`src/design/shu_pkg.sv`:
```
// shared constants and types for the serial-host uart port
// assumes a single 20 MHz system clock; all host pins are asynchronous to it
package shu_pkg;

   // host word framing
   localparam int         WORD_W        = 16;
   localparam logic [4:0] WORD_BITS     = 5'h10;   // clocks per selection
   localparam logic [1:0] OP_WR_CFG_DEF = 2'h3;
   localparam logic [1:0] OP_RD_CFG_DEF = 2'h1;
   localparam logic [1:0] OP_WR_DAT_DEF = 2'h2;
   localparam logic [1:0] OP_RD_DAT_DEF = 2'h0;

   // field positions inside the 16-bit word
   localparam int R_BIT     = 15;  // receive data available
   localparam int T_BIT     = 14;  // transmit buffer empty
   localparam int BAUD_LSB  = 0;
   localparam int LEN_BIT   = 4;
   localparam int PE_BIT    = 5;
   localparam int ST_BIT    = 6;
   localparam int IR_BIT    = 7;
   localparam int RTS_BIT   = 8;
   localparam int CTS_BIT   = 9;
   localparam int FEN_BIT   = 10;
   localparam int DATA_LSB  = 0;
   localparam int EXTRA_BIT = 8;
   localparam int FE_BIT    = 11;

   // reset values
   localparam logic [3:0] BAUD_RST = 4'h0;
   localparam logic       FEN_RST  = 1'h0;

   // sizes and timing
   localparam int FIFO_DEPTH   = 8;
   localparam int BIT_BASE_DEF = 4;   // system cycles per bit at divisor 0
   localparam int CNT_W        = 20;

   typedef struct packed {
      logic [3:0] baud;
      logic       len7;
      logic       pe;
      logic       st2;
      logic       ir;
      logic       rts;
      logic       fen_n;
   } shu_cfg_t;

   typedef enum logic [5:0] {
      TX_IDLE  = 6'h01,
      TX_START = 6'h02,
      TX_DATA  = 6'h04,
      TX_EXTRA = 6'h08,
      TX_STOP1 = 6'h10,
      TX_STOP2 = 6'h20
   } shu_tx_state_t;

   typedef enum logic [4:0] {
      RX_IDLE  = 5'h01,
      RX_START = 5'h02,
      RX_DATA  = 5'h04,
      RX_EXTRA = 5'h08,
      RX_STOP  = 5'h10
   } shu_rx_state_t;

endpackage

```
`src/design/shu_rx_if.sv`:
```
// carrier between the port top and its asynchronous receiver
// assumes both ends run on clk_sys
interface shu_rx_if
   import shu_pkg::*;
();
   logic             rx_pin;
   logic [CNT_W-1:0] period;
   logic             len7;
   logic             pe;
   logic             ir;
   logic             char_valid;
   logic [7:0]       char_data;
   logic             char_extra;
   logic             frame_err;

   modport top (output rx_pin, period, len7, pe, ir,
                input  char_valid, char_data, char_extra, frame_err);
   modport rcv (input  rx_pin, period, len7, pe, ir,
                output char_valid, char_data, char_extra, frame_err);
endinterface

```
`src/design/shu_rx.sv`:
```
// asynchronous character receiver with optional infrared pulse decoding
// assumes rx_pin is raw from a pin; it is synchronised here
module shu_rx
   import shu_pkg::*;
(
   input  wire logic clk_sys,
   input  wire logic reset,
   shu_rx_if.rcv     lnk
);

   typedef struct packed {
      logic [1:0]       sync;
      shu_rx_state_t    st;
      logic [CNT_W-1:0] cnt;
      logic [CNT_W-1:0] hold;
      logic [3:0]       bits;
      logic [7:0]       data;
      logic             extra;
      logic             valid;
      logic             ferr;
   } shu_rx_st_t;

   shu_rx_st_t s_reg;
   shu_rx_st_t s_next;
   logic       level;
   logic [3:0] nbits;

   // line decode, bit timing and framing
   always_comb begin
      s_next       = s_reg;
      s_next.sync  = {s_reg.sync[0], lnk.rx_pin};
      s_next.valid = 1'h0;
      s_next.ferr  = 1'h0;
      if (lnk.ir && s_reg.sync[1])  // pulse stretch for infrared zeros
         s_next.hold = lnk.period >> 1;
      else if (s_reg.hold != '0)
         s_next.hold = s_reg.hold - CNT_W'(1);
      level = lnk.ir ? ~(s_reg.sync[1] | (s_reg.hold != '0)) : s_reg.sync[1];
      nbits = lnk.len7 ? 4'h7 : 4'h8;
      s_next.cnt = s_reg.cnt + CNT_W'(1);
      case (s_reg.st)
         RX_IDLE: begin
            s_next.cnt = '0;
            if (!level)
               s_next.st = RX_START;
         end
         RX_START: begin
            if (s_reg.cnt == (lnk.period >> 1)) begin
               s_next.cnt  = '0;
               s_next.bits = 4'h0;
               s_next.st   = level ? RX_IDLE : RX_DATA;
            end
         end
         RX_DATA: begin
            if (s_reg.cnt == lnk.period - CNT_W'(1)) begin
               s_next.cnt  = '0;
               s_next.data = {level, s_reg.data[7:1]};
               s_next.bits = s_reg.bits + 4'h1;
               if (s_reg.bits == nbits - 4'h1)
                  s_next.st = lnk.pe ? RX_EXTRA : RX_STOP;
            end
         end
         RX_EXTRA: begin
            if (s_reg.cnt == lnk.period - CNT_W'(1)) begin
               s_next.cnt   = '0;
               s_next.extra = level;
               s_next.st    = RX_STOP;
            end
         end
         RX_STOP: begin
            if (s_reg.cnt == lnk.period - CNT_W'(1)) begin
               s_next.valid = level;
               s_next.ferr  = ~level;
               s_next.st    = RX_IDLE;
               if (!lnk.pe)
                  s_next.extra = 1'h0;
            end
         end
         default: s_next.st = RX_IDLE;
      endcase
   end

   // state register
   always_ff @(posedge clk_sys) begin
      if (reset) begin
         s_reg      <= '0;
         s_reg.sync <= 2'h3;
         s_reg.st   <= RX_IDLE;
      end else begin
         s_reg <= s_next;
      end
   end

   // seven-bit characters arrive one place high in the shifter
   assign lnk.char_valid = s_reg.valid;
   assign lnk.frame_err  = s_reg.ferr;
   assign lnk.char_data  = lnk.len7 ? {1'h0, s_reg.data[7:1]} : s_reg.data;
   assign lnk.char_extra = s_reg.extra;

endmodule

```
`src/design/shu_top.sv`:
```
// serial-host uart port: 16-bit full-duplex host word port, receive fifo,
// transmitter with extra bit and infrared timing, modem handshake pins
// assumes cs_n, sclk, din, rx and cts_n are asynchronous pins
module shu_top
   import shu_pkg::*;
#(
   parameter int         BIT_BASE  = BIT_BASE_DEF,
   parameter int         DEPTH     = FIFO_DEPTH,
   parameter logic [1:0] OP_WR_CFG = OP_WR_CFG_DEF,
   parameter logic [1:0] OP_RD_CFG = OP_RD_CFG_DEF,
   parameter logic [1:0] OP_WR_DAT = OP_WR_DAT_DEF,
   parameter logic [1:0] OP_RD_DAT = OP_RD_DAT_DEF
)(
   input  wire logic clk_sys,
   input  wire logic reset,
   input  wire logic cs_n,
   input  wire logic sclk,
   input  wire logic din,
   output wire logic dout,
   output wire logic dout_oe,
   input  wire logic rx,
   output wire logic tx,
   input  wire logic cts_n,
   output wire logic rts_n
);

   localparam int AW = $clog2(DEPTH);

   typedef struct packed {
      logic [2:0]                cs_s;
      logic [2:0]                sclk_s;
      logic [1:0]                din_s;
      logic [1:0]                cts_s;
      logic [4:0]                cnt;
      logic [1:0]                op;
      logic [WORD_W-1:0]         rx_word;
      logic [8:0]                snap;
      logic                      snap_r;
      logic                      dout;
      logic                      dout_oe;
      logic                      rts_n;
      logic                      tx;
      shu_cfg_t                  cfg;
      logic                      fe;
      logic [DEPTH-1:0][8:0]     mem;
      logic [AW-1:0]             rd;
      logic [AW-1:0]             wr;
      logic [AW:0]               count;
      logic [8:0]                tbuf;
      logic                      tfull;
      shu_tx_state_t             txs;
      logic [7:0]                tsh;
      logic                      textra;
      logic [3:0]                tbits;
      logic [CNT_W-1:0]          tcnt;
   } shu_top_st_t;

   shu_top_st_t       r_reg;
   shu_top_st_t       r_next;
   shu_top_st_t       rst_v;
   logic [WORD_W-1:0] word;
   logic              cs_fall;
   logic              cs_rise;
   logic              cs_low;
   logic              sclk_rise;
   logic              sclk_fall;
   logic              data_op;
   logic              push;
   logic              pop;
   logic [AW:0]       cap;
   logic [CNT_W-1:0]  period;
   logic [CNT_W-1:0]  irlen;
   logic              tick;
   logic              lv;
   logic [3:0]        nbits;
   logic [4:0]        oidx;

   shu_rx_if lnk ();

   shu_rx u_rx (
      .clk_sys (clk_sys),
      .reset   (reset),
      .lnk     (lnk)
   );

   // receiver configuration
   assign lnk.rx_pin = rx;
   assign lnk.period = period;
   assign lnk.len7   = r_reg.cfg.len7;
   assign lnk.pe     = r_reg.cfg.pe;
   assign lnk.ir     = r_reg.cfg.ir;

   // pin edge detection on the second and third sync stages
   assign cs_fall   = r_reg.cs_s[2] & ~r_reg.cs_s[1];
   assign cs_rise   = ~r_reg.cs_s[2] & r_reg.cs_s[1];
   assign cs_low    = ~r_reg.cs_s[1];
   assign sclk_rise = ~r_reg.sclk_s[2] & r_reg.sclk_s[1];
   assign sclk_fall = r_reg.sclk_s[2] & ~r_reg.sclk_s[1];
   assign data_op   = (r_reg.op == OP_WR_DAT) || (r_reg.op == OP_RD_DAT);

   // bit timing derived from the divisor select
   assign period = CNT_W'(BIT_BASE) << r_reg.cfg.baud;
   assign irlen  = ((period >> 3) + (period >> 4) == '0) ? CNT_W'(1)
                                                         : (period >> 3) + (period >> 4);
   assign tick   = r_reg.tcnt == period - CNT_W'(1);
   assign nbits  = r_reg.cfg.len7 ? 4'h7 : 4'h8;
   assign cap    = r_reg.cfg.fen_n ? (AW+1)'(1) : (AW+1)'(DEPTH);
   assign oidx   = 5'hF - r_reg.cnt;

   // outgoing word, operation dependent below the two status bits except the clear-to-send bit
   always_comb begin
      word          = '0;
      word[R_BIT]   = r_reg.snap_r;
      word[T_BIT]   = ~r_reg.tfull;
      word[CTS_BIT] = ~r_reg.cts_s[1];
      if (data_op) begin
         word[DATA_LSB +: 8] = {r_reg.snap[7] & ~r_reg.cfg.len7, r_reg.snap[6:0]};
         word[EXTRA_BIT]     = r_reg.snap[8];
         word[FE_BIT]        = r_reg.fe;
      end else begin
         word[BAUD_LSB +: 4] = r_reg.cfg.baud;
         word[LEN_BIT]       = r_reg.cfg.len7;
         word[PE_BIT]        = r_reg.cfg.pe;
         word[ST_BIT]        = r_reg.cfg.st2;
         word[IR_BIT]        = r_reg.cfg.ir;
         word[RTS_BIT]       = r_reg.cfg.rts;
         word[FEN_BIT]       = r_reg.cfg.fen_n;
      end
   end

   // transmit line level by state
   always_comb begin
      case (r_reg.txs)
         TX_START: lv = 1'h0;
         TX_DATA:  lv = r_reg.tsh[0];
         TX_EXTRA: lv = r_reg.textra;
         default:  lv = 1'h1;
      endcase
   end

   // reset image of the state
   always_comb begin
      rst_v         = '0;
      rst_v.cs_s    = 3'h7;
      rst_v.sclk_s  = 3'h0;
      rst_v.rts_n   = 1'h1;
      rst_v.tx      = 1'h1;
      rst_v.cfg.baud  = BAUD_RST;
      rst_v.cfg.fen_n = FEN_RST;
      rst_v.txs     = TX_IDLE;
   end

   // host port, fifo, transmitter
   always_comb begin
      r_next        = r_reg;
      r_next.cs_s   = {r_reg.cs_s[1:0], cs_n};
      r_next.sclk_s = {r_reg.sclk_s[1:0], sclk};
      r_next.din_s  = {r_reg.din_s[0], din};
      r_next.cts_s  = {r_reg.cts_s[0], cts_n};
      r_next.rts_n  = ~r_reg.cfg.rts;
      pop  = 1'h0;
      push = 1'h0;
      // host word shifting
      if (cs_fall) begin
         r_next.cnt     = 5'h0;
         r_next.snap    = r_reg.mem[r_reg.rd];
         r_next.snap_r  = r_reg.count != '0;
         r_next.dout    = r_reg.count != '0;
         r_next.dout_oe = 1'h1;
      end else if (cs_low) begin
         if (sclk_rise && r_reg.cnt < WORD_BITS) begin
            r_next.rx_word = {r_reg.rx_word[WORD_W-2:0], r_reg.din_s[1]};
            r_next.cnt     = r_reg.cnt + 5'h1;
            if (r_reg.cnt == 5'h1)
               r_next.op = {r_reg.rx_word[0], r_reg.din_s[1]};
         end
         if (sclk_fall && r_reg.cnt != 5'h0 && r_reg.cnt < WORD_BITS)
            r_next.dout = word[oidx[3:0]];
         if (sclk_fall && r_reg.cnt == WORD_BITS && data_op && r_reg.snap_r)
            pop = 1'h1;
      end
      // commit only complete words
      if (cs_rise) begin
         r_next.dout_oe = 1'h0;
         if (r_reg.cnt == WORD_BITS) begin
            if (r_reg.op == OP_WR_CFG) begin
               r_next.cfg.baud  = r_reg.rx_word[BAUD_LSB +: 4];
               r_next.cfg.len7  = r_reg.rx_word[LEN_BIT];
               r_next.cfg.pe    = r_reg.rx_word[PE_BIT];
               r_next.cfg.st2   = r_reg.rx_word[ST_BIT];
               r_next.cfg.ir    = r_reg.rx_word[IR_BIT];
               r_next.cfg.rts   = r_reg.rx_word[RTS_BIT];
               r_next.cfg.fen_n = r_reg.rx_word[FEN_BIT];
               r_next.fe        = 1'h0;
            end else if (r_reg.op == OP_WR_DAT && !r_reg.tfull) begin
               r_next.tbuf  = {r_reg.rx_word[EXTRA_BIT], r_reg.rx_word[DATA_LSB +: 8]};
               r_next.tfull = 1'h1;
            end
         end
      end
      // framing error flag, a new event wins over the clear
      if (lnk.char_valid)
         r_next.fe = 1'h0;
      if (lnk.frame_err)
         r_next.fe = 1'h1;
      // receive fifo
      if (pop) begin
         r_next.rd = (r_reg.rd == AW'(DEPTH-1)) ? '0 : r_reg.rd + AW'(1);
      end
      if (lnk.char_valid && r_reg.count < cap) begin
         push = 1'h1;
         r_next.mem[r_reg.wr] = {lnk.char_extra, lnk.char_data};
         r_next.wr = (r_reg.wr == AW'(DEPTH-1)) ? '0 : r_reg.wr + AW'(1);
      end
      r_next.count = r_reg.count + (AW+1)'(push) - (AW+1)'(pop);
      // transmitter
      r_next.tcnt = tick ? '0 : r_reg.tcnt + CNT_W'(1);
      case (r_reg.txs)
         TX_IDLE: begin
            r_next.tcnt = '0;
            if (r_reg.tfull && !cs_rise) begin
               r_next.tsh    = {r_reg.tbuf[7] & ~r_reg.cfg.len7, r_reg.tbuf[6:0]};
               r_next.textra = r_reg.tbuf[8];
               r_next.tfull  = 1'h0;
               r_next.tbits  = 4'h0;
               r_next.txs    = TX_START;
            end
         end
         TX_START: if (tick) r_next.txs = TX_DATA;
         TX_DATA: begin
            if (tick) begin
               r_next.tsh   = r_reg.tsh >> 1;
               r_next.tbits = r_reg.tbits + 4'h1;
               if (r_reg.tbits == nbits - 4'h1)
                  r_next.txs = r_reg.cfg.pe ? TX_EXTRA : TX_STOP1;
            end
         end
         TX_EXTRA: if (tick) r_next.txs = TX_STOP1;
         TX_STOP1: if (tick) r_next.txs = r_reg.cfg.st2 ? TX_STOP2 : TX_IDLE;
         TX_STOP2: if (tick) r_next.txs = TX_IDLE;
         default:  r_next.txs = TX_IDLE;
      endcase
      // infrared sends a short high pulse for each zero
      r_next.tx = r_reg.cfg.ir ? (~lv & (r_reg.tcnt < irlen)) : lv;
   end

   // state register; clear-to-send sampling is untouched by reset
   always_ff @(posedge clk_sys) begin
      if (reset) begin
         r_reg       <= rst_v;
         r_reg.cts_s <= r_next.cts_s;
      end else begin
         r_reg <= r_next;
      end
   end

   assign dout    = r_reg.dout;
   assign dout_oe = r_reg.dout_oe;
   assign tx      = r_reg.tx;
   assign rts_n   = r_reg.rts_n;
endmodule

```
`config.mk`:
```
export PLATFORM = sky130hd
export DESIGN_NAME = shu_top
export DESIGN_NICKNAME = d
export VERILOG_FILES = /design/src/design/shu_pkg.sv /design/src/design/shu_rx_if.sv /design/src/design/shu_rx.sv /design/src/design/shu_top.sv
export SDC_FILE = /design/constraint.sdc
export NUM_CORES = 1
export LEC_CHECK = 0
export BUFFER_PORTS_ARGS = -buffer_cell sky130_fd_sc_hd__buf_4
export CORE_ASPECT_RATIO = 1.75
export CORE_MARGIN = 2
export CORE_UTILIZATION = 64
export DETAILED_ROUTE_END_ITERATION = 6
export GPL_ROUTABILITY_DRIVEN = 0
export PLACE_DENSITY = 0.81
export SLEW_MARGIN = 5
export SYNTH_ARGS = -nofsm -noshare
export SYNTH_HDL_FRONTEND = slang
export SYNTH_SLANG_ARGS = --single-unit
```
`constraint.sdc`:
```
create_clock -name clk_sys -period 5.1 [get_ports clk_sys]
set_input_delay 0.51 -clock clk_sys [delete_from_list [all_inputs] [get_ports clk_sys]]
set_output_delay 0.51 -clock clk_sys [all_outputs]
set_load 0.01 [all_outputs]
```
==> impl_results.md <==
* Post-synth cell types at 86
* Max-cap violations at 0
* # IOs at 11
* Setup Buffers After CTS at 0
* Setup slack at placement at 0.518 ns
* Detailed Place HPWL at 25.0 mm
* Total track usage at 0.313
* Clock Path Buffers at 3
* CTS tree: yes
* Hold Violations, Final at 0
* Syn avg cell area at 8.75 um2
* DRC at 0
* Top Family by Delay on Critical Path: simple AND/OR/NAND/NOR gates
* WL per Instance at ~19 um
* Chip Width at 115 um
* Clock root buffer: clkbuf_16
* Vias in the first global route at between 10000 and 15000
* Most common cell after layout, fill and taps aside: dfxtp_1
* Period utilisation layout at 0.920
* Clock transition at the registers of the reported paths at around 0.060 ns
* Placed insts at 1770
* Pin slew with the least headroom to its limit at 1.14 ns
* Hold buffers post-CTS at 0
* Cell Area, Synth at 13800 um2
* DRT iter0 DRCs at 1042
* Max-slew violations at 0
* Arrival @ worst endpoint at 5.09 ns
* Commonest cells after routing, fill and taps aside: dfxtp_1 (243), nor2_1 (238), nand2_1 (108), a211oi_1 (89), mux2i_1 (74)
* Port buffer count at 10
* LEAKAGE at about 5.4 nW
* Clk_skew at 0.00988 ns
* Buf+Inv Stages, Crit Path at 1
* Hold Crit Class: in -> reg
* Die span in y at 198 um
* Fin cells at 1812
* FFs w/ async S/R, synth at 0
* Row count at 71
* Syn nets at 1651
* Routed vias/inst at 6.41
* Startpoint types: flip-flop
* Clk Latency, worst-skew pair at 0.53 ns
* Endpoints failing setup at 0
* Status: finished, final reports clean
* Cts bufs inserted at 23
* Layout cells sized above 1 at 0.0970
* Slowest-stage cell, CP: o31ai_4
* Vias post-DR at 11615
* Max_slew headroom at 0.239
* Number of synthesis warnings at 0
* Core area at 21300 um2
* Largest register FFs at 171
* Sum Neg Setup Slack at 0 ns
* Nets at 1613
* Req. time, crit path at about 5.5 ns
* Post-DRT Antenna Nets at 0
* Total Die Area at 22800 um2
* Crit Path Category: reg -> reg
* Prevailing post-synth register cell: dfxtp_1
* Syn Inst Count at 1578
* Worst Slack Setup Final at 0.407 ns
* RSZ-0062 raised after global routing: no
* # diodes at 0
* CP Cell Sequence: nor4b_1 -> inv_1 -> ha_1 -> xnor2_1 -> a2111oi_0 -> nand3_1 -> or4_1 -> or4_4 -> o31ai_4 -> and3_1 -> nor3_2
* Final wirelength at 35.1 mm
* Register area share after synthesis at 0.357
* Initial antenna violation count at 0
* R2R setup slack at 0.41 ns
* Power Density at 306 nW/um2
* Critical Path Fanout Max at 17
* Fin crit period at between 4 and 5 ns
* Clock Sink Count at 246
* Final Hold Slack at 0.0794 ns
* EDFF count, synth at 0
* Maximum VDD drop at 289 uV
* Final core occ at 0.695
* First-pass GRT wire length at 57.5 mm
* Largest net degree at the start of global routing at about 100
* FF+latch count, synth at between 200 and 250
* Worst Setup End Kind: flip-flop
* Max incr delay on CP at 0.64 ns
* GRT overflow at 0
* DR pass1 iterations at 5
* Initial core utilization at 0.648
* Max Freq at 213 MHz
* Area Overhead vs Synth at 7.33%
* H-tree Lvls at 1
synthesized netlist by cell type, types with 21 or more instances:
cell      number  area [um2]
a211oi_1      89         668
a21oi_1       63         315
and3_1        22         138
clkbuf_1      76         285
dfxtp_1      246        4920
ha_1          64         801
inv_1         46         173
mux2i_1       74         741
mux4_2        23         518
nand2_1      108         405
nand3_1       62         310
nor2_1       238         893
nor2b_1       21         131
nor3_1        38         190
o21ai_0       33         165
xnor2_1       44         385
xor2_1        39         342
cells by family after synthesis:
family	Yosys count	synth area share
flip-flops	246	0.357
adder cells (fa/ha/maj)	66	0.0609
AO/OA/AOI/OAI	280	0.141
XOR/XNOR	91	0.0649
buffers and inverters	151	0.0458
AND/OR/NAND/NOR	644	0.237
multiplexers	100	0.0936
through the flow:
stage                     power, W  cell area [um2]
after floorplan            0.00259            13800
after detailed placement   0.00272            14000
after CTS                  0.00455            14800
final                      0.00453            14800
after global routing       0.00471            14800
after global placement     0.00271            14000
power breakdown:
part           internal, W  switching [W]  total, W
clock              0.00107       0.000757   0.00183
sequential         0.00200      0.0000842   0.00209
combinational     0.000253       0.000362  0.000615
total              0.00332        0.00120   0.00453
final timing paths:
path | start | endpoint | cells past startpoint
setup / recovery | r_reg[138] | r_reg[28] | 11
hold / removal | cts_n | r_next[180] | 1
setup reg to reg | r_reg[138] | r_reg[28] | 11
hold reg to reg | r_next[180] | r_reg[180] | 0
layout make-up:
class	count	area, um2
multi-input cells	1181	8280
fillers	1683	6500
flip-flops and latches	246	4930
clock buffers	32	659
well taps	255	319
repair buffers	39	297
inverters	49	184
clock inverters	10	150
repair_timing:
action,CTS,global route
hold endpoints to repair,0,0
endpoints found under the setup margin,0,1
gates resized for setup,0,3
metal layers:
metal,share of wire,wire [um],vias to the layer above,global-route usage
met2,0.52,18200,389,0.559
met1,0.36,12500,5497,0.330
met3,0.058,2050,161,0.0643
met5,0,0,-,0
li1,-,-,5568,-
met4,0.067,2360,0,0.194
(Power assumes the default switching activity.)
